$ cat src/fsce_pkg.sv
// Purpose: constants, types and helpers for the fault status character encoder
// Assumes: one clock i_ref_clk at 20 MHz, synchronous active-high reset
// Notes:   characters are 7 bits, letter order f through r
//
// Overview of operation
// - every character has bit 6 set
// - first category character carries stored count 0..10
// - demod character 3: configuration in bit 4
// - transmit character 2 flag layout
// - transmit character 3: audio clips bits 5,4
// - receive character 1: insert fault bit 5
// - receive character 2 flag layout
// - receive character 3 flag layout
// - receive character 4: audio clips bits 5,4
// - common character 1: module faults bits 5,4
// - common character 2: supply and battery faults
// - backward character 1: tx alarms 1,2
// - backward character 2: tx 3,4, rx 1..4
// - unavailable seconds character: count, bits 5,4 zero
package fsce_pkg;

    // =========================================================
    // character sequence
    localparam int unsigned N_CHARS   = 13;
    localparam logic [3:0]  CH_DM3    = 4'h0;
    localparam logic [3:0]  CH_TX1    = 4'h1;
    localparam logic [3:0]  CH_TX2    = 4'h2;
    localparam logic [3:0]  CH_TX3    = 4'h3;
    localparam logic [3:0]  CH_RX1    = 4'h4;
    localparam logic [3:0]  CH_RX2    = 4'h5;
    localparam logic [3:0]  CH_RX3    = 4'h6;
    localparam logic [3:0]  CH_RX4    = 4'h7;
    localparam logic [3:0]  CH_CE1    = 4'h8;
    localparam logic [3:0]  CH_CE2    = 4'h9;
    localparam logic [3:0]  CH_BA1    = 4'ha;
    localparam logic [3:0]  CH_BA2    = 4'hb;
    localparam logic [3:0]  CH_RS     = 4'hc;
    localparam logic [3:0]  CNT_MAX   = 4'ha;

    // =========================================================
    // registers
    localparam logic [7:0]  ADDR_CTRL = 8'h00;
    localparam logic [7:0]  ADDR_STAT = 8'h04;
    localparam logic [7:0]  ADDR_MASK = 8'h08;
    localparam logic [7:0]  ADDR_CNT  = 8'h0c;
    localparam int unsigned CTRL_POLL = 0;
    localparam int unsigned CTRL_CLR  = 1;
    localparam int unsigned STAT_DONE = 0;
    localparam int unsigned STAT_NEW  = 1;
    localparam int unsigned STAT_BUSY = 8;
    localparam logic [1:0]  STAT_RST  = 2'h0;
    localparam logic [1:0]  MASK_RST  = 2'h0;

    // =========================================================
    // types
    typedef struct packed {
        logic       one;
        logic       b5;
        logic       b4;
        logic [3:0] low;
    } fsce_char_s;

    typedef enum logic [0:0] {S_IDLE, S_RUN} fsce_ser_e;

    function automatic fsce_char_s mk_char(input logic b5, input logic b4,
                                           input logic [3:0] low);
        mk_char.one = 1'b1;
        mk_char.b5  = b5;
        mk_char.b4  = b4;
        mk_char.low = low;
    endfunction : mk_char

endpackage : fsce_pkg

$ cat src/fsce_seq_if.sv
// Purpose: link between register logic and character serializer
// Assumes: same clock on both sides
// Notes:   ctl fills the characters, ser walks them
`timescale 1ns/100ps
interface fsce_seq_if;
    logic                                        start;
    fsce_pkg::fsce_char_s [fsce_pkg::N_CHARS-1:0] chars;
    logic [6:0]                                  ch;
    logic                                        vld;
    logic [3:0]                                  idx;
    logic                                        busy;
    logic                                        done;
    modport ctl (output start, chars, input ch, vld, idx, busy, done);
    modport ser (input start, chars, output ch, vld, idx, busy, done);
endinterface : fsce_seq_if

$ cat src/fsce_count.sv
// Purpose: saturating stored-fault counter for one category
// Assumes: flags are levels from logic on i_ref_clk
// Notes:   a rising flag counts one; clear and event together keep the event
`timescale 1ns/100ps
module fsce_count #(
    parameter int unsigned W = 1
) (
    input  wire logic         i_ref_clk,
    input  wire logic         i_reset,
    input  wire logic [W-1:0] i_flags,
    input  wire logic         i_clear,
    output logic [3:0]        o_count,
    output logic              o_new
);
    typedef struct packed {
        logic [W-1:0] prev;
        logic [3:0]   cnt;
        logic         nw;
    } fsce_cnt_s;

    fsce_cnt_s q;
    fsce_cnt_s d;
    logic      rise;

    always_comb begin
        d      = q;
        rise   = |(i_flags & ~q.prev);
        d.prev = i_flags;
        d.nw   = rise;
        if (i_clear) begin
            d.cnt = 4'h0;
        end
        if (rise && (d.cnt < fsce_pkg::CNT_MAX)) begin
            d.cnt = d.cnt + 4'h1;
        end
    end

    always_ff @(posedge i_ref_clk) begin
        if (i_reset) begin
            q <= '0;
        end else begin
            q <= d;
        end
    end

    assign o_count = q.cnt;
    assign o_new   = q.nw;

    a_count_range: assert property (@(posedge i_ref_clk) disable iff (i_reset)
        q.cnt <= fsce_pkg::CNT_MAX) else $error("stored count above ten");
    a_count_step: assert property (@(posedge i_ref_clk) disable iff (i_reset)
        (rise && !i_clear && q.cnt < fsce_pkg::CNT_MAX) |=> (q.cnt == $past(q.cnt) + 4'h1))
        else $error("stored count missed a fault");
endmodule : fsce_count

$ cat src/fsce_ser.sv
// Purpose: walks the status characters out one per clock
// Assumes: start is a one-cycle pulse, ignored while busy
// Notes:   character is sampled in the cycle before it appears
`timescale 1ns/100ps
module fsce_ser (
    input wire logic i_ref_clk,
    input wire logic i_reset,
    fsce_seq_if.ser  sif
);
    typedef struct packed {
        fsce_pkg::fsce_ser_e st;
        logic [3:0]          walk;
        logic [3:0]          idx;
        logic [6:0]          ch;
        logic                vld;
        logic                done;
    } fsce_ser_s;

    fsce_ser_s q;
    fsce_ser_s d;

    always_comb begin
        d      = q;
        d.vld  = 1'b0;
        d.done = 1'b0;
        case (q.st)
            fsce_pkg::S_IDLE: begin
                if (sif.start) begin
                    d.st   = fsce_pkg::S_RUN;
                    d.walk = fsce_pkg::CH_DM3;
                end
            end
            fsce_pkg::S_RUN: begin
                d.vld = 1'b1;
                d.idx = q.walk;
                d.ch  = sif.chars[q.walk];
                if (q.walk == fsce_pkg::CH_RS) begin
                    d.st   = fsce_pkg::S_IDLE;
                    d.done = 1'b1;
                end else begin
                    d.walk = q.walk + 4'h1;
                end
            end
            default: begin
                d.st = fsce_pkg::S_IDLE;
            end
        endcase
    end

    always_ff @(posedge i_ref_clk) begin
        if (i_reset) begin
            q <= '0;
        end else begin
            q <= d;
        end
    end

    assign sif.ch   = q.ch;
    assign sif.vld  = q.vld;
    assign sif.idx  = q.idx;
    assign sif.busy = (q.st == fsce_pkg::S_RUN);
    assign sif.done = q.done;

    a_seq_order: assert property (@(posedge i_ref_clk) disable iff (i_reset)
        (q.vld && q.idx != fsce_pkg::CH_RS) |=> (q.vld && q.idx == $past(q.idx) + 4'h1))
        else $error("characters out of order");
    a_seq_first: assert property (@(posedge i_ref_clk) disable iff (i_reset)
        (q.st == fsce_pkg::S_IDLE && sif.start) |=> ##1 (q.vld && q.idx == fsce_pkg::CH_DM3))
        else $error("sequence did not open with first character");
    a_bit6_forced: assert property (@(posedge i_ref_clk) disable iff (i_reset)
        q.vld |-> q.ch[6]) else $error("bit six low in status character");
    a_done_last: assert property (@(posedge i_ref_clk) disable iff (i_reset)
        q.done |-> (q.vld && q.idx == fsce_pkg::CH_RS)) else $error("done without last character");
endmodule : fsce_ser

$ cat src/fsce_top.sv
// Purpose: fault status character encoder with register port and interrupt
// Assumes: fault inputs are levels from logic on i_ref_clk
// Notes:   a write of poll sends all thirteen characters back to back
//
// Decided for this implementation: strobed register access and the address map.
`timescale 1ns/100ps
module fsce_top (
    input  wire logic        i_ref_clk,
    input  wire logic        i_reset,
    input  wire logic [7:0]  i_addr,
    input  wire logic [31:0] i_wdata,
    input  wire logic        i_wr,
    input  wire logic        i_rd,
    output logic [31:0]      o_rdata,
    output logic             o_irq,
    output logic [6:0]       o_char,
    output logic             o_char_vld,
    output logic [3:0]       o_char_idx,
    input  wire logic        i_dm_cfg,
    input  wire logic        i_tx_ais,
    input  wire logic        i_tx_pll,
    input  wire logic        i_tx_clk,
    input  wire logic        i_tx_cfg,
    input  wire logic        i_tx_drop,
    input  wire logic        i_tx_clip1,
    input  wire logic        i_tx_clip2,
    input  wire logic        i_rx_ins,
    input  wire logic        i_rx_unf,
    input  wire logic        i_rx_ovf,
    input  wire logic        i_rx_los,
    input  wire logic        i_rx_fber,
    input  wire logic        i_rx_bwd,
    input  wire logic        i_rx_bclk,
    input  wire logic        i_rx_bpll,
    input  wire logic        i_rx_dmx,
    input  wire logic        i_rx_prbs,
    input  wire logic        i_rx_full,
    input  wire logic        i_rx_cfg,
    input  wire logic        i_rx_clip1,
    input  wire logic        i_rx_clip2,
    input  wire logic        i_ce_mc,
    input  wire logic        i_ce_ifm,
    input  wire logic        i_ce_batt,
    input  wire logic        i_ce_p5v,
    input  wire logic        i_ce_p12v,
    input  wire logic        i_ce_n12v,
    input  wire logic [3:0]  i_ba_tx,
    input  wire logic [3:0]  i_ba_rx,
    input  wire logic        i_rs_uas
);
    typedef struct packed {
        logic [1:0]  stat;
        logic [1:0]  mask;
        logic [31:0] rdata;
        logic        irq;
        logic        start;
        logic        clr;
    } fsce_regs_s;

    fsce_regs_s q;
    fsce_regs_s d;
    fsce_seq_if sif ();

    logic [3:0] tx_cnt;
    logic [3:0] rx_cnt;
    logic [3:0] ce_cnt;
    logic [3:0] ba_cnt;
    logic [3:0] rs_cnt;
    logic [4:0] cat_new;
    logic [1:0] ev;
    logic [1:0] w1c;

    // =========================================================
    // stored fault counters
    fsce_count #(.W(7)) u_cnt_tx (
        .i_ref_clk (i_ref_clk),
        .i_reset   (i_reset),
        .i_flags   ({i_tx_ais, i_tx_pll, i_tx_clk, i_tx_cfg, i_tx_drop,
                     i_tx_clip1, i_tx_clip2}),
        .i_clear   (q.clr),
        .o_count   (tx_cnt),
        .o_new     (cat_new[0])
    );
    fsce_count #(.W(14)) u_cnt_rx (
        .i_ref_clk (i_ref_clk),
        .i_reset   (i_reset),
        .i_flags   ({i_rx_ins, i_rx_unf, i_rx_ovf, i_rx_los, i_rx_fber, i_rx_bwd,
                     i_rx_bclk, i_rx_bpll, i_rx_dmx, i_rx_prbs, i_rx_full,
                     i_rx_cfg, i_rx_clip1, i_rx_clip2}),
        .i_clear   (q.clr),
        .o_count   (rx_cnt),
        .o_new     (cat_new[1])
    );
    fsce_count #(.W(6)) u_cnt_ce (
        .i_ref_clk (i_ref_clk),
        .i_reset   (i_reset),
        .i_flags   ({i_ce_mc, i_ce_ifm, i_ce_batt, i_ce_p5v, i_ce_p12v, i_ce_n12v}),
        .i_clear   (q.clr),
        .o_count   (ce_cnt),
        .o_new     (cat_new[2])
    );
    fsce_count #(.W(8)) u_cnt_ba (
        .i_ref_clk (i_ref_clk),
        .i_reset   (i_reset),
        .i_flags   ({i_ba_tx, i_ba_rx}),
        .i_clear   (q.clr),
        .o_count   (ba_cnt),
        .o_new     (cat_new[3])
    );
    fsce_count #(.W(1)) u_cnt_rs (
        .i_ref_clk (i_ref_clk),
        .i_reset   (i_reset),
        .i_flags   (i_rs_uas),
        .i_clear   (q.clr),
        .o_count   (rs_cnt),
        .o_new     (cat_new[4])
    );

    // =========================================================
    // character assembly
    always_comb begin
        sif.chars         = '0;
        sif.chars[fsce_pkg::CH_DM3] = fsce_pkg::mk_char(1'b0, i_dm_cfg, 4'h0);
        sif.chars[fsce_pkg::CH_TX1] = fsce_pkg::mk_char(1'b0, 1'b0, tx_cnt);
        sif.chars[fsce_pkg::CH_TX2] = fsce_pkg::mk_char(i_tx_ais, i_tx_pll,
            {i_tx_clk, 1'b0, i_tx_cfg, i_tx_drop});
        sif.chars[fsce_pkg::CH_TX3] = fsce_pkg::mk_char(i_tx_clip1, i_tx_clip2, 4'h0);
        sif.chars[fsce_pkg::CH_RX1] = fsce_pkg::mk_char(i_rx_ins, 1'b0, rx_cnt);
        sif.chars[fsce_pkg::CH_RX2] = fsce_pkg::mk_char(i_rx_unf, i_rx_ovf,
            {i_rx_los, i_rx_fber, i_rx_bwd, i_rx_bclk});
        sif.chars[fsce_pkg::CH_RX3] = fsce_pkg::mk_char(i_rx_bpll, i_rx_dmx,
            {i_rx_prbs, i_rx_full, 1'b0, i_rx_cfg});
        sif.chars[fsce_pkg::CH_RX4] = fsce_pkg::mk_char(i_rx_clip1, i_rx_clip2, 4'h0);
        sif.chars[fsce_pkg::CH_CE1] = fsce_pkg::mk_char(i_ce_mc, i_ce_ifm, ce_cnt);
        sif.chars[fsce_pkg::CH_CE2] = fsce_pkg::mk_char(i_ce_batt, i_ce_p5v,
            {1'b0, i_ce_p12v, i_ce_n12v, 1'b0});
        sif.chars[fsce_pkg::CH_BA1] = fsce_pkg::mk_char(i_ba_tx[0], i_ba_tx[1], ba_cnt);
        sif.chars[fsce_pkg::CH_BA2] = fsce_pkg::mk_char(i_ba_tx[2], i_ba_tx[3],
            {i_ba_rx[0], i_ba_rx[1], i_ba_rx[2], i_ba_rx[3]});
        sif.chars[fsce_pkg::CH_RS]  = fsce_pkg::mk_char(1'b0, 1'b0, rs_cnt);
    end

    fsce_ser u_ser (
        .i_ref_clk (i_ref_clk),
        .i_reset   (i_reset),
        .sif       (sif)
    );

    // =========================================================
    // register port and interrupt
    always_comb begin
        d       = q;
        d.start = 1'b0;
        d.clr   = 1'b0;
        d.rdata = 32'h0000_0000;
        w1c     = 2'h0;
        ev      = 2'h0;
        ev[fsce_pkg::STAT_DONE] = sif.done;
        ev[fsce_pkg::STAT_NEW]  = |cat_new;
        if (i_wr) begin
            case (i_addr)
                fsce_pkg::ADDR_CTRL: begin
                    d.start = i_wdata[fsce_pkg::CTRL_POLL];
                    d.clr   = i_wdata[fsce_pkg::CTRL_CLR];
                end
                fsce_pkg::ADDR_STAT: begin
                    w1c = i_wdata[1:0];
                end
                fsce_pkg::ADDR_MASK: begin
                    d.mask = i_wdata[1:0];
                end
                default: begin
                    d.start = 1'b0;
                end
            endcase
        end
        d.stat = (q.stat & ~w1c) | ev;
        d.irq  = |(d.stat & d.mask);
        if (i_rd) begin
            case (i_addr)
                fsce_pkg::ADDR_STAT: begin
                    d.rdata[1:0]                = q.stat;
                    d.rdata[fsce_pkg::STAT_BUSY] = sif.busy;
                end
                fsce_pkg::ADDR_MASK: begin
                    d.rdata[1:0] = q.mask;
                end
                fsce_pkg::ADDR_CNT: begin
                    d.rdata[19:0] = {rs_cnt, ba_cnt, ce_cnt, rx_cnt, tx_cnt};
                end
                default: begin
                    d.rdata = 32'h0000_0000;
                end
            endcase
        end
    end

    always_ff @(posedge i_ref_clk) begin
        if (i_reset) begin
            q       <= '0;
            q.stat  <= fsce_pkg::STAT_RST;
            q.mask  <= fsce_pkg::MASK_RST;
        end else begin
            q <= d;
        end
    end

    assign sif.start  = q.start;
    assign o_rdata    = q.rdata;
    assign o_irq      = q.irq;
    assign o_char     = sif.ch;
    assign o_char_vld = sif.vld;
    assign o_char_idx = sif.idx;

    // =========================================================
    // checks
    a_demod_char: assert property (@(posedge i_ref_clk) disable iff (i_reset)
        (o_char_vld && o_char_idx == fsce_pkg::CH_DM3) |->
        (o_char == ({3'b100, 4'h0} | {2'b00, $past(i_dm_cfg), 4'h0})))
        else $error("demod character wrong");
    a_tx_count: assert property (@(posedge i_ref_clk) disable iff (i_reset)
        (o_char_vld && o_char_idx == fsce_pkg::CH_TX1) |->
        (o_char == {3'b100, $past(tx_cnt)})) else $error("transmit count character wrong");
    a_tx2_char: assert property (@(posedge i_ref_clk) disable iff (i_reset)
        (o_char_vld && o_char_idx == fsce_pkg::CH_TX2) |->
        (o_char == {1'b1, $past(i_tx_ais), $past(i_tx_pll), $past(i_tx_clk), 1'b0,
                    $past(i_tx_cfg), $past(i_tx_drop)})) else $error("transmit character 2 wrong");
    a_tx3_char: assert property (@(posedge i_ref_clk) disable iff (i_reset)
        (o_char_vld && o_char_idx == fsce_pkg::CH_TX3) |->
        (o_char == {1'b1, $past(i_tx_clip1), $past(i_tx_clip2), 4'h0}))
        else $error("transmit character 3 wrong");
    a_rx1_char: assert property (@(posedge i_ref_clk) disable iff (i_reset)
        (o_char_vld && o_char_idx == fsce_pkg::CH_RX1) |->
        (o_char == {1'b1, $past(i_rx_ins), 1'b0, $past(rx_cnt)}))
        else $error("receive character 1 wrong");
    a_rx2_char: assert property (@(posedge i_ref_clk) disable iff (i_reset)
        (o_char_vld && o_char_idx == fsce_pkg::CH_RX2) |->
        (o_char == {1'b1, $past(i_rx_unf), $past(i_rx_ovf), $past(i_rx_los),
                    $past(i_rx_fber), $past(i_rx_bwd), $past(i_rx_bclk)}))
        else $error("receive character 2 wrong");
    a_rx3_char: assert property (@(posedge i_ref_clk) disable iff (i_reset)
        (o_char_vld && o_char_idx == fsce_pkg::CH_RX3) |->
        (o_char == {1'b1, $past(i_rx_bpll), $past(i_rx_dmx), $past(i_rx_prbs),
                    $past(i_rx_full), 1'b0, $past(i_rx_cfg)}))
        else $error("receive character 3 wrong");
    a_rx4_char: assert property (@(posedge i_ref_clk) disable iff (i_reset)
        (o_char_vld && o_char_idx == fsce_pkg::CH_RX4) |->
        (o_char == {1'b1, $past(i_rx_clip1), $past(i_rx_clip2), 4'h0}))
        else $error("receive character 4 wrong");
    a_ce1_char: assert property (@(posedge i_ref_clk) disable iff (i_reset)
        (o_char_vld && o_char_idx == fsce_pkg::CH_CE1) |->
        (o_char == {1'b1, $past(i_ce_mc), $past(i_ce_ifm), $past(ce_cnt)}))
        else $error("common character 1 wrong");
    a_ce2_char: assert property (@(posedge i_ref_clk) disable iff (i_reset)
        (o_char_vld && o_char_idx == fsce_pkg::CH_CE2) |->
        (o_char == {1'b1, $past(i_ce_batt), $past(i_ce_p5v), 1'b0, $past(i_ce_p12v),
                    $past(i_ce_n12v), 1'b0})) else $error("common character 2 wrong");
    a_ba1_char: assert property (@(posedge i_ref_clk) disable iff (i_reset)
        (o_char_vld && o_char_idx == fsce_pkg::CH_BA1) |->
        (o_char == {1'b1, $past(i_ba_tx[0]), $past(i_ba_tx[1]), $past(ba_cnt)}))
        else $error("backward character 1 wrong");
    a_ba2_char: assert property (@(posedge i_ref_clk) disable iff (i_reset)
        (o_char_vld && o_char_idx == fsce_pkg::CH_BA2) |->
        (o_char == {1'b1, $past(i_ba_tx[2]), $past(i_ba_tx[3]), $past(i_ba_rx[0]),
                    $past(i_ba_rx[1]), $past(i_ba_rx[2]), $past(i_ba_rx[3])}))
        else $error("backward character 2 wrong");
    a_rs_char: assert property (@(posedge i_ref_clk) disable iff (i_reset)
        (o_char_vld && o_char_idx == fsce_pkg::CH_RS) |->
        (o_char == {3'b100, $past(rs_cnt)})) else $error("unavailable seconds character wrong");
    a_irq_level: assert property (@(posedge i_ref_clk) disable iff (i_reset)
        o_irq == |(q.stat & q.mask)) else $error("interrupt does not follow status");
    a_rdata_idle: assert property (@(posedge i_ref_clk) disable iff (i_reset)
        !$past(i_rd) |-> (o_rdata == 32'h0000_0000))
        else $error("read data outside read cycle");
    a_done_sticky: assert property (@(posedge i_ref_clk) disable iff (i_reset)
        sif.done |=> q.stat[fsce_pkg::STAT_DONE])
        else $error("sequence done not latched");
    a_new_sticky: assert property (@(posedge i_ref_clk) disable iff (i_reset)
        (|cat_new) |=> q.stat[fsce_pkg::STAT_NEW])
        else $error("new stored fault not latched");
    a_stat_w1c: assert property (@(posedge i_ref_clk) disable iff (i_reset)
        (i_wr && i_addr == fsce_pkg::ADDR_STAT && i_wdata[0] && !sif.done)
        |=> !q.stat[fsce_pkg::STAT_DONE]) else $error("done flag not cleared");
    a_mask_write: assert property (@(posedge i_ref_clk) disable iff (i_reset)
        (i_wr && i_addr == fsce_pkg::ADDR_MASK) |=> (q.mask == $past(i_wdata[1:0])))
        else $error("mask write lost");
    a_clear_counts: assert property (@(posedge i_ref_clk) disable iff (i_reset)
        q.clr |=> (tx_cnt <= 4'h1 && rx_cnt <= 4'h1 && ce_cnt <= 4'h1 &&
                   ba_cnt <= 4'h1 && rs_cnt <= 4'h1)) else $error("counts not cleared");
endmodule : fsce_top

$ cat config.mk
export PLATFORM = sky130hd
export DESIGN_NAME = fsce_top
export DESIGN_NICKNAME = d
export VERILOG_FILES = /design/src/fsce_pkg.sv /design/src/fsce_seq_if.sv /design/src/fsce_count.sv /design/src/fsce_ser.sv /design/src/fsce_top.sv
export SDC_FILE = /design/constraint.sdc
export NUM_CORES = 1
export LEC_CHECK = 0
export BUFFER_PORTS_ARGS = -buffer_cell sky130_fd_sc_hd__buf_2
export CAP_MARGIN = 15
export CORE_ASPECT_RATIO = 1.4
export CORE_MARGIN = 3
export CORE_UTILIZATION = 57
export CTS_CLUSTER_SIZE = 20
export DETAILED_ROUTE_END_ITERATION = 8
export PLACE_DENSITY = 0.89
export SETUP_SLACK_MARGIN = 0.4
export SLEW_MARGIN = 0
export SYNTH_ARGS = -nofsm -noshare
export SYNTH_HDL_FRONTEND = slang
export SYNTH_SLANG_ARGS = --single-unit
$ cat constraint.sdc
create_clock -name i_ref_clk -period 3.1 [get_ports i_ref_clk]
set_input_delay 0.155 -clock i_ref_clk [delete_from_list [all_inputs] [get_ports i_ref_clk]]
set_output_delay 0.155 -clock i_ref_clk [all_outputs]
set_load 0.1 [all_outputs]
==> flow_summary.json, run 1 <==
{
  "power.density_nw_per_um2": 498,
  "grt_pass1_wl_mm": 17.6,
  "post-place-cells": 651,
  "tightest_slew_ns": 0.908,
  "start_util_pct": 60.2,
  "vias": 3797,
  "finalHoldViolCount": 0,
  "crit_chain": "inv_1 > ha_1 > nand3_1 > and2_1 > nand2_1 > xnor2_1 > and3_1",
  "critPathBufInv": 1,
  "die_h_um": 114,
  "layout.cells.non_filler": 665,
  "globalRouteOverflowTotal": 0,
  "tritoncts": "done",
  "path_max_fanout": 11,
  "clockRootBuffer": "clkbuf_8",
  "cp-start-kind": "register",
  "core_area_um2": 7940,
  "area_growth_pct": 7.81,
  "die_w_um": 83.4,
  "antennaDiodeCount": 0,
  "yosysMostFrequentCell": "dfxtp_1",
  "syn_area_um2": 4780,
  "maxSlewViolCount": 0,
  "max_freq_mhz": 462,
  "finish.utilization_pct": 64.9,
  "tns_ns": 0,
  "clkTransAtPathRegs_ns": 0.09,
  "hold_path.class": "in -> reg",
  "dieArea_um2": 9530,
  "rsz0062_at_grt": "false",
  "ctsResizeCount": 0,
  "async_flop_share_pct": 0,
  "cp_top_family": "simple AND/OR/NAND/NOR gates",
  "wl_mm": 10.7,
  "finalClockSkew_ns": 0.0121,
  "vias_per_cell": 5.71,
  "wl_per_cell_um": 16.1,
  "endpoint_kind": "register",
  "htree_num_levels": 3,
  "cts_setup_buffers": 0,
  "nFillCells": 656,
  "clk_latency_ns": 0.37,
  "relSlewSlack_pct": 39.4,
  "fp-row-count": 38,
  "grt_pass1_vias": 3715,
  "ant_nets": 0,
  "drv_cap": 0,
  "cts_buffers": 9,
  "drc": 0,
  "cp_data_required_time_ns": 3.37,
  "synthTopCellsByArea": "dfxtp_1, buf_4, nor2b_1",
  "ys_warn_count": 0,
  "finalPower_w": 0.00256,
  "cp_slowest_stage_delay_ns": 0.64,
  "outcome": "finished, final reports clean",
  "grt_max_degree": 50,
  "r2r_setup_slack_ns": 0.93,
  "drt_iter0_drc": 312,
  "worstSetupPathType": "reg -> reg",
  "ir_worst_vdd_uv": 313,
  "grt_antenna_before_repair": 0,
  "yosysUniqueCellTypes": 59,
  "io_buffers": 83,
  "min_period_over_period_pct": 69.9,
  "min_period_ns": 2.17,
  "synth_cells": 520,
  "design_area_um2": 5150,
  "cts_hold_buf": 0,
  "arrival_ns": 2.43,
  "placedInstanceArea_um2": 4960,
  "synthTopCellsByCount": "dfxtp_1, nor2_1, buf_4",
  "syn_avg_cell_area_um2": 9.19,
  "synth-edff-count": 0,
  "final_nets": 650,
  "setup-violations-final": 0,
  "gp_congestion": 0.879,
  "io_pins": 126,
  "firstDrtPassIters": 5,
  "drive_gt1_share_pct": 22.3,
  "cts.sinks": 106,
  "netlist.area_leader.share_pct": 44.4,
  "yosysSeqAreaShare_pct": 44.4,
  "post-dp-hpwl_mm": 8.05,
  "critPathSlowestCell": "dfxtp_1",
  "ys.flop_type": "dfxtp_1",
  "grt_util_all_layers_pct": 23.2,
  "ys_ff_latch": 106,
  "ctsLongestPathBuffers": 2,
  "p_leak_nw": 2.24,
  "synth.largest_area_cell": "dfxtp_1"
}
[layer usage]
layer	GRT usage [%]	vias up	share of wire (%)
li1	-	1784	-
met1	26.0	1792	38
met2	41.2	180	52
met3	5.04	41	6.4
met4	12.2	0	4.1
met5	0	-	0
[sequential cells by signal, indices dropped and copies added (netlist names), 4 cells and up]
| signal | flops |
|---|---|
| o_rdata | 20 |
| q | 5 |
| u_cnt_ba.o_count | 4 |
| u_cnt_ba.q | 8 |
| u_cnt_ce.o_count | 4 |
| u_cnt_ce.q | 6 |
| u_cnt_rs.o_count | 4 |
| u_cnt_rx.o_count | 4 |
| u_cnt_rx.q | 14 |
| u_cnt_tx.o_count | 4 |
| u_cnt_tx.q | 7 |
| u_ser.q | 4 |
| u_ser.sif.ch | 7 |
| u_ser.sif.idx | 4 |
[cell usage in the layout, fill, tap and decap left out, types with 5 or more instances in the layout]
master    synthesis  routed
inv_1            32      32
o211ai_1          5       5
nor2b_1          38      38
nand2_1          24      24
nor3_1            8       8
dfxtp_1         106     106
clkbuf_8          0      11
mux2i_1          22      22
nand3_1           8       8
xnor2_1           5       5
o22ai_1           9       9
ha_1              7       7
nand2b_1         15      15
a21oi_1          17      17
conb_1            1      12
and2_2           13      13
nor2_1           59      59
o31a_1            8       8
buf_2             6      83
o21ai_0          11      11
and2_1            6       6
[worst register-to-register path, cell delays in order (launching register included)]
cell and delay (ns):
dfxtp_1 0.64, inv_1 0.31, ha_1 0.32, nand3_1 0.14
and2_1 0.25, nand2_1 0.09, xnor2_1 0.12, and3_1 0.20
[power breakdown]
part	internal, W	switching (W)	total, W	leakage [nW]
sequential	0.00141	0.0000321	0.00144	0.869
clock	0.000409	0.000427	0.000836	0.0946
combinational	0.0000977	0.000188	0.000285	1.28
[stage by stage]
step	hold WS, ns	setup slack [ns]
after detailed placement	0.400	0.974
after floorplan	0.283	1.48
final	0.0284	0.934
after CTS	0.0151	0.936
after global routing	0.0212	0.768
after global placement	0.380	1.05
[final timing paths]
path | startpoint | to | cells after the start
min | i_rx_ovf | u_cnt_rx.q[16]$_SDFF_PP0_ | 2
min reg2reg | u_ser.sif.idx[1]$_SDFFE_PP0P_ | u_ser.sif.idx[1]$_SDFFE_PP0P_ | 2
max | u_ser.q[13]$_SDFFE_PP0P_ | u_ser.q[15]$_SDFFE_PP0P_ | 7
max reg2reg | u_ser.q[13]$_SDFFE_PP0P_ | u_ser.q[15]$_SDFFE_PP0P_ | 7
[cell families (layout without fill, tap and decap cells)]
| family | Yosys count | in the layout | share of synthesized area [%] |
|---|---|---|---|
| and+or+nand+nor | 188 | 188 | 21.1 |
| DFF | 106 | 106 | 44.4 |
| buffers and inverters | 100 | 134 | 11.6 |
| AOI/OAI and AO/OA | 83 | 83 | 12.6 |
| muxes | 29 | 29 | 7.20 |
| adders and majority gates | 7 | 7 | 1.83 |
| xor gates and xnor gates | 6 | 6 | 1.10 |
| other | 1 | 12 | 0.0785 |
[final cells by class]
cell class	count	area [um^2]	share of cell area [%]
timing repair buffer	87	445	8.65
inverter	33	124	2.41
multi-input combinational	325	2140	41.6
clock inverter	2	37.5	0.729
sequential	106	2120	41.2
tap	100	125	2.43
clock buffer	12	155	3.01
Note: power is estimated with default switching activity, not from simulation.
==> inputs of run 2 (changes only) <==
Settings changed: ABC_AREA set to 1, CORE_UTILIZATION 57 to 48, PLACE_DENSITY 0.89 to 0.8.
Clock period 3.1 ns to 1.8 ns, I/O delays scaled along.
==> run 2 against run 1 <==
  * The run now ends with hold timing left
  * Core utilization fell by 6.0 points
  * Global-route usage fell by 2.8 points
  * Power rose by 91%
  * Wire length is 7.4% higher
  * Cell count grew 36%
  * Clock power increased by 120%
  * Clock skew down 0.0023 ns
  * Critical path type is now in -> reg
  * Largest cell class is now flip-flops and latches
==> flow_summary.json, run 2 <==
{
  "switchingPower_w": 0.00128,
  "vias_per_cell": 4.90,
  "worstSetupPathType": "in -> reg",
  "whs_path_depth": 3,
  "rr_worst_depth": 7,
  "arrival_ns": 1.58,
  "final_nets": 852,
  "p_int_w": 0.00361,
  "antennaDiodeCount": 0,
  "htree_num_levels": 3,
  "cp-startpoint": "i_tx_clip2",
  "ys_warn_count": 0,
  "maxSlewViolCount": 0,
  "drc": 0,
  "grt_pass1_vias": 4176,
  "crit_cells": 10,
  "relSlewSlack_pct": 63.7,
  "clkTransAtPathRegs_ns": 0.07,
  "pwr-share-comb_pct": 11.6,
  "cts.sinks": 106,
  "cp_top_family": "buffers and inverters",
  "tightest_slew_ns": 0.539,
  "die_w_um": 91.7,
  "yosysSeqAreaShare_pct": 43.0,
  "synthTopCellsByCount": "inv_1, nand2_1, dfxtp_1",
  "critPathBufInv": 4,
  "outcome": "complete, but fails checks",
  "violations": "hold timing",
  "drv_cap": 0,
  "drt_iter0_drc": 238,
  "power.density_nw_per_um2": 833,
  "syn_avg_cell_area_um2": 7.28,
  "core_area_um2": 9950,
  "netlist.area_leader.share_pct": 43.0,
  "cp_data_required_time_ns": 2.04,
  "rsz0062_at_grt": "true",
  "holdPathEnd": "u_cnt_tx.q[9]$_SDFF_PP0_",
  "ctsLongestPathBuffers": 2,
  "yosysMostFrequentCell": "inv_1",
  "grt_pass1_wl_mm": 18.9,
  "r2r-end": "u_ser.sif.ch[2]$_SDFFE_PP0P_",
  "cp-start-kind": "input port",
  "area_growth_pct": 18.9,
  "synth.largest_area_cell": "dfxtp_1",
  "max_freq_mhz": 749,
  "die_h_um": 126,
  "grt_util_all_layers_pct": 20.4,
  "path_max_fanout": 5,
  "ir_worst_vdd_uv": 550,
  "tritoncts": "done",
  "synthTopCellsByArea": "dfxtp_1, inv_1, nand2_1",
  "tns_ns": 0,
  "clk_latency_ns": 0.35,
  "setup-violations-final": 0,
  "nFillCells": 915,
  "dieArea_um2": 11500,
  "endpoint_kind": "register",
  "crit_chain": "dlygate4sd3_1 > buf_2 > inv_1 > o21ai_0 > nor2_1 > nand2_1 > nand2_1 > inv_1 > o21ai_0 > nor2_1",
  "r2r_setup_slack_ns": 0.48,
  "layout_commonest_cell": "inv_1",
  "finalHoldViolCount": 2,
  "critPathSlowestCell": "dlygate4sd3_1",
  "cts_buffers": 9,
  "async_flop_share_pct": 0,
  "synth_cells": 677,
  "io_pins": 126,
  "grt_max_degree": 30,
  "grt_antenna_before_repair": 0,
  "yosysUniqueCellTypes": 33,
  "io_buffers": 83,
  "pwr-share-clk_pct": 37.8,
  "ant_nets": 0,
  "finalClockSkew_ns": 0.00979,
  "clockRootBuffer": "clkbuf_16",
  "drive_gt1_share_pct": 21.5,
  "largest_reg_flops": 20,
  "p_leak_nw": 2.87,
  "min_period_ns": 1.34,
  "cp_slowest_stage_delay_ns": 0.53,
  "globalRouteOverflowTotal": 0,
  "vias": 4427,
  "whs_ns": -0.00723,
  "fp-row-count": 43,
  "post-dp-hpwl_mm": 8.48,
  "ys.flop_type": "dfxtp_1",
  "hold_path.class": "in -> reg",
  "min_period_over_period_pct": 74.2,
  "wl_mm": 11.5,
  "wl_per_cell_um": 12.7,
  "gp_congestion": 0.942,
  "hold_start": "i_tx_clk",
  "synth-edff-count": 0,
  "syn_area_um2": 4930,
  "p_sw_share_pct": 26.2,
  "ys_ff_latch": 106,
  "reg2reg_from": "u_ser.q[13]$_SDFFE_PP0P_",
  "p_seq_share_pct": 50.6,
  "start_util_pct": 49.5,
  "firstDrtPassIters": 5,
  "layout_common_cells": "inv_1, nand2_1, dfxtp_1, nor2_1, buf_2"
}
-- run 2: power groups by stage --
stage | sequential [W] | combinational (W) | clock (W)
floorplan | 0.00251 | 0.000385 | 0
global placement | 0.00252 | 0.000488 | 0
detailed placement | 0.00252 | 0.000498 | 0
CTS | 0.00247 | 0.000550 | 0.00187
global route | 0.00248 | 0.000629 | 0.00200
finish | 0.00247 | 0.000567 | 0.00185
-- run 2: worst min-delay path: cells and delay by family --
kind / cells / cell delay [ns]
buf+inv: 2 / 0.14
simple gates: 1 / 0.07
-- run 2: kinds of logic (layout without fill, tap and decap cells) --
group,count (synthesis),after routing,share of synthesized area (%)
flip-flops,106,106,43.0
AND/OR/NAND/NOR,279,279,25.3
XOR/XNOR,4,4,0.710
adder cells (fa/ha/maj),7,7,1.78
buffers and inverters,181,262,18.0
AO/OA/AOI/OAI,99,99,11.1
other,1,12,0.0760
-- run 2: repair_timing --
action,CTS,global route
hold endpoints to repair,30,0
resized for setup,1,31
pin swaps,0,5
setup buffers,0,2
setup endpoints to repair,1,24
hold buffers,30,0
-- run 2: area by class of cell --
cell class	instances	area, um^2	share of cell area [%]
Tap cell	135	169	2.88
Clock buffer	11	243	4.14
Clock inverter	5	37.5	0.640
Multi-Input combinational cell	401	2010	34.3
Inverter	121	460	7.85
Sequential cell	106	2130	36.3
Timing Repair Buffer	125	813	13.9
-- run 2: worst max-delay path by stage --
stage                                     end  slack (ns)
6_report       u_cnt_tx.o_count[0]$_SDFF_PP0_        0.46
3_3_place_gp     u_ser.sif.ch[3]$_SDFFE_PP0P_        0.40
3_5_place_dp     u_ser.sif.ch[3]$_SDFFE_PP0P_        0.38
2_1_floorplan        u_ser.q[16]$_SDFFE_PP0P_        0.41
4_1_cts          u_ser.sif.ch[3]$_SDFFE_PP0P_        0.39
5_1_grt        u_cnt_rx.o_count[0]$_SDFF_PP0_        0.38
-- run 2: layer usage --
metal | up-vias | global-route usage, % | wire, um
met3 | 28 | 4.36 | 605
met2 | 159 | 37.2 | 6050
met4 | 0 | 7.64 | 312
met5 | - | 0 | 0
li1 | 2232 | - | -
met1 | 2008 | 23.0 | 4530
-- run 2: stage by stage --
| step | instance area [um^2] | power, W | std cells | setup slack [ns] | utilization [%] |
|---|---|---|---|---|---|
| after floorplan | 4970 | 0.00289 | 688 | 0.414 | - |
| after global placement | 5200 | 0.00301 | 856 | 0.395 | 52.2 |
| after detailed placement | 5200 | 0.00302 | 856 | 0.384 | 52.2 |
| after CTS | 5780 | 0.00489 | 902 | 0.388 | 58.1 |
| after global routing | 5860 | 0.00511 | 904 | 0.377 | 58.9 |
| final | 5860 | 0.00488 | 904 | 0.465 | 58.9 |
==> inputs of run 3 (changes only) <==
Settings changed: CORE_UTILIZATION 48 to 53, PLACE_DENSITY 0.8 to 0.84.
Clock period 1.8 ns to 1.4 ns, I/O delays scaled along.
==> run 3 against run 2 <==
  * The run now ends clean
  * First-iteration DRC count grew 110%
  * Sequential power grew 30%
  * Non-clock buffer count up 52
  * Via count rose by 17%
  * Largest power group unchanged
==> flow_summary.json, run 3 (synthesis results as in run 2) <==
{
  "outcome": "finished, final reports clean",
  "max_freq_mhz": 724,
  "switchingPower_w": 0.00190,
  "rsz0062_at_grt": "true",
  "area_growth_pct": 47.9,
  "wl_mm": 16.5,
  "worst_slack_ns": 0.0190,
  "min_period_over_period_pct": 98.6,
  "vias": 5163,
  "core_area_um2": 9030,
  "finalHoldViolCount": 0,
  "cp_data_required_time_ns": 1.68,
  "finish.utilization_pct": 80.8,
  "final-seq-area_um2": 2160,
  "cp-start-kind": "register",
  "p_int_w": 0.00501,
  "die_h_um": 120,
  "ir_worst_vdd_uv": 799,
  "antennaDiodeCount": 0,
  "io_buffers": 83,
  "hold_path.class": "in -> reg",
  "power.density_nw_per_um2": 948,
  "p_leak_nw": 3.31,
  "reg2reg_from": "q[0]$_SDFF_PP0_",
  "pwr-share-clk_pct": 38.8,
  "finalClockSkew_ns": 0.00741,
  "layout_common_cells": "inv_1, nand2_1, dfxtp_1, nor2_1, buf_2",
  "pwr-share-comb_pct": 14.9,
  "clk_latency_ns": 0.36,
  "worstSetupPathType": "reg -> reg",
  "min_period_ns": 1.38,
  "cts_buffers": 9,
  "post-place-ws_ns": 0.0766,
  "r2r_setup_slack_ns": 0.02,
  "largest_reg_flops": 20,
  "nFillCells": 466,
  "rr_worst_depth": 7,
  "grt_antenna_before_repair": 0,
  "placedInstanceArea_um2": 5500,
  "path_max_fanout": 7,
  "final_nets": 904,
  "ant_nets": 0,
  "grt_util_all_layers_pct": 28.5,
  "drv_cap": 0,
  "drive_gt1_share_pct": 40.4,
  "drc": 0,
  "cts.sinks": 106,
  "multiInputGateArea_um2": 2590,
  "start_util_pct": 54.6,
  "clkTransAtPathRegs_ns": 0.07,
  "setup-violations-final": 0,
  "grt_pass1_vias": 4901,
  "design_area_um2": 7290,
  "gp_congestion": 0.920,
  "cp-startpoint": "q[0]$_SDFF_PP0_",
  "post-dp-hpwl_mm": 9.28,
  "drt_iter0_drc": 492,
  "maxSlewViolCount": 0,
  "arrival_ns": 1.67,
  "die_w_um": 87.5,
  "endpoint_kind": "register",
  "p_sw_share_pct": 27.5,
  "htree_num_levels": 3,
  "io_pins": 126,
  "firstDrtPassIters": 5,
  "cp-endpoint": "u_cnt_rx.o_count[2]$_SDFF_PP0_",
  "grt_pass1_wl_mm": 23.2,
  "wl_per_cell_um": 17.8,
  "layout_commonest_cell": "inv_1",
  "clockRootBuffer": "clkbuf_16",
  "dieArea_um2": 10500,
  "p_seq_share_pct": 46.3,
  "r2r-end": "u_cnt_rx.o_count[2]$_SDFF_PP0_",
  "ctsLongestPathBuffers": 2,
  "whs_ns": 0.0255,
  "grt_max_degree": 30,
  "finalPower_w": 0.00691,
  "globalRouteOverflowTotal": 0,
  "tritoncts": "done",
  "vias_per_cell": 5.56,
  "fp-row-count": 41
}
-- run 3: cell types whose count changed in the layout (fill, tap and decap cells not counted), sizes merged --
| cell | delta |
|---|---|
| clkinv | +1 |
| dlygate4sd3 | +8 |
| clkinvlp | -2 |
| buf | +44 |
| bufinv | +1 |
-- run 3: how the worst min path moves through the flow --
| stage | start | endpoint | slack (ns) | cells past startpoint |
|---|---|---|---|---|
| 2_1_floorplan | i_wdata[1] | q[0]$_SDFF_PP0_ | 0.17 | 2 |
| 3_3_place_gp | i_rx_clip2 | u_cnt_rx.q[5]$_SDFF_PP0_ | 0.30 | 3 |
| 3_5_place_dp | i_rx_bpll | u_cnt_rx.q[11]$_SDFF_PP0_ | 0.31 | 3 |
| 4_1_cts | i_wr | q[35]$_SDFF_PP0_ | 0.03 | 3 |
| 5_1_grt | i_wr | q[35]$_SDFF_PP0_ | 0.04 | 3 |
| 6_report | i_wr | q[35]$_SDFF_PP0_ | 0.03 | 3 |
-- run 3: cell type report --
cell class	instances	share of cell area, %
timing repair buffer	177	22.2
clock buffer	11	3.48
multi-input combinational	401	35.5
inverter	121	6.54
sequential	106	29.6
tap	107	1.84
clock inverter	5	0.824
-- run 3: layer usage --
layer  GRT usage, %  share of wire, %  vias to the layer above
met5              0                 0                        -
met4           18.0               6.6                        0
met3           3.57               6.4                       95
met2           50.1                52                      287
met1           31.4                35                     2440
li1               -                 -                     2341
-- run 3: power groups by stage --
stage	sequential [W]	clock, W	combinational (W)
3_5_place_dp	0.00324	0	0.000712
5_1_grt	0.00321	0.00276	0.00110
4_1_cts	0.00319	0.00265	0.000884
2_1_floorplan	0.00322	0	0.000554
3_3_place_gp	0.00324	0	0.000685
6_report	0.00320	0.00268	0.00103
-- run 3: repair_timing --
action,4_1_cts,5_1_grt
resized for setup,175,90
hold buffers,38,0
buffers inserted,16,13
endpoints found under the hold margin,38,0
setup endpoints to repair,69,45
pin swaps,41,51
-- run 3: worst max-delay path, stage by stage (launching register included) --
cell	delay (ns)
dfxtp_4	0.41
buf_6	0.13
buf_8	0.13
nor2_4	0.12
ha_4	0.15
xnor2_2	0.10
nand3_1	0.10
a21oi_1	0.16
-- run 3: through the flow --
| stage | cells | setup TNS (ns) |
|---|---|---|
| final | 928 | 0 |
| after global routing | 928 | -0.0655 |
| after CTS | 915 | 0 |
| after global placement | 845 | 0 |
| after floorplan | 688 | 0 |
| after detailed placement | 845 | 0 |
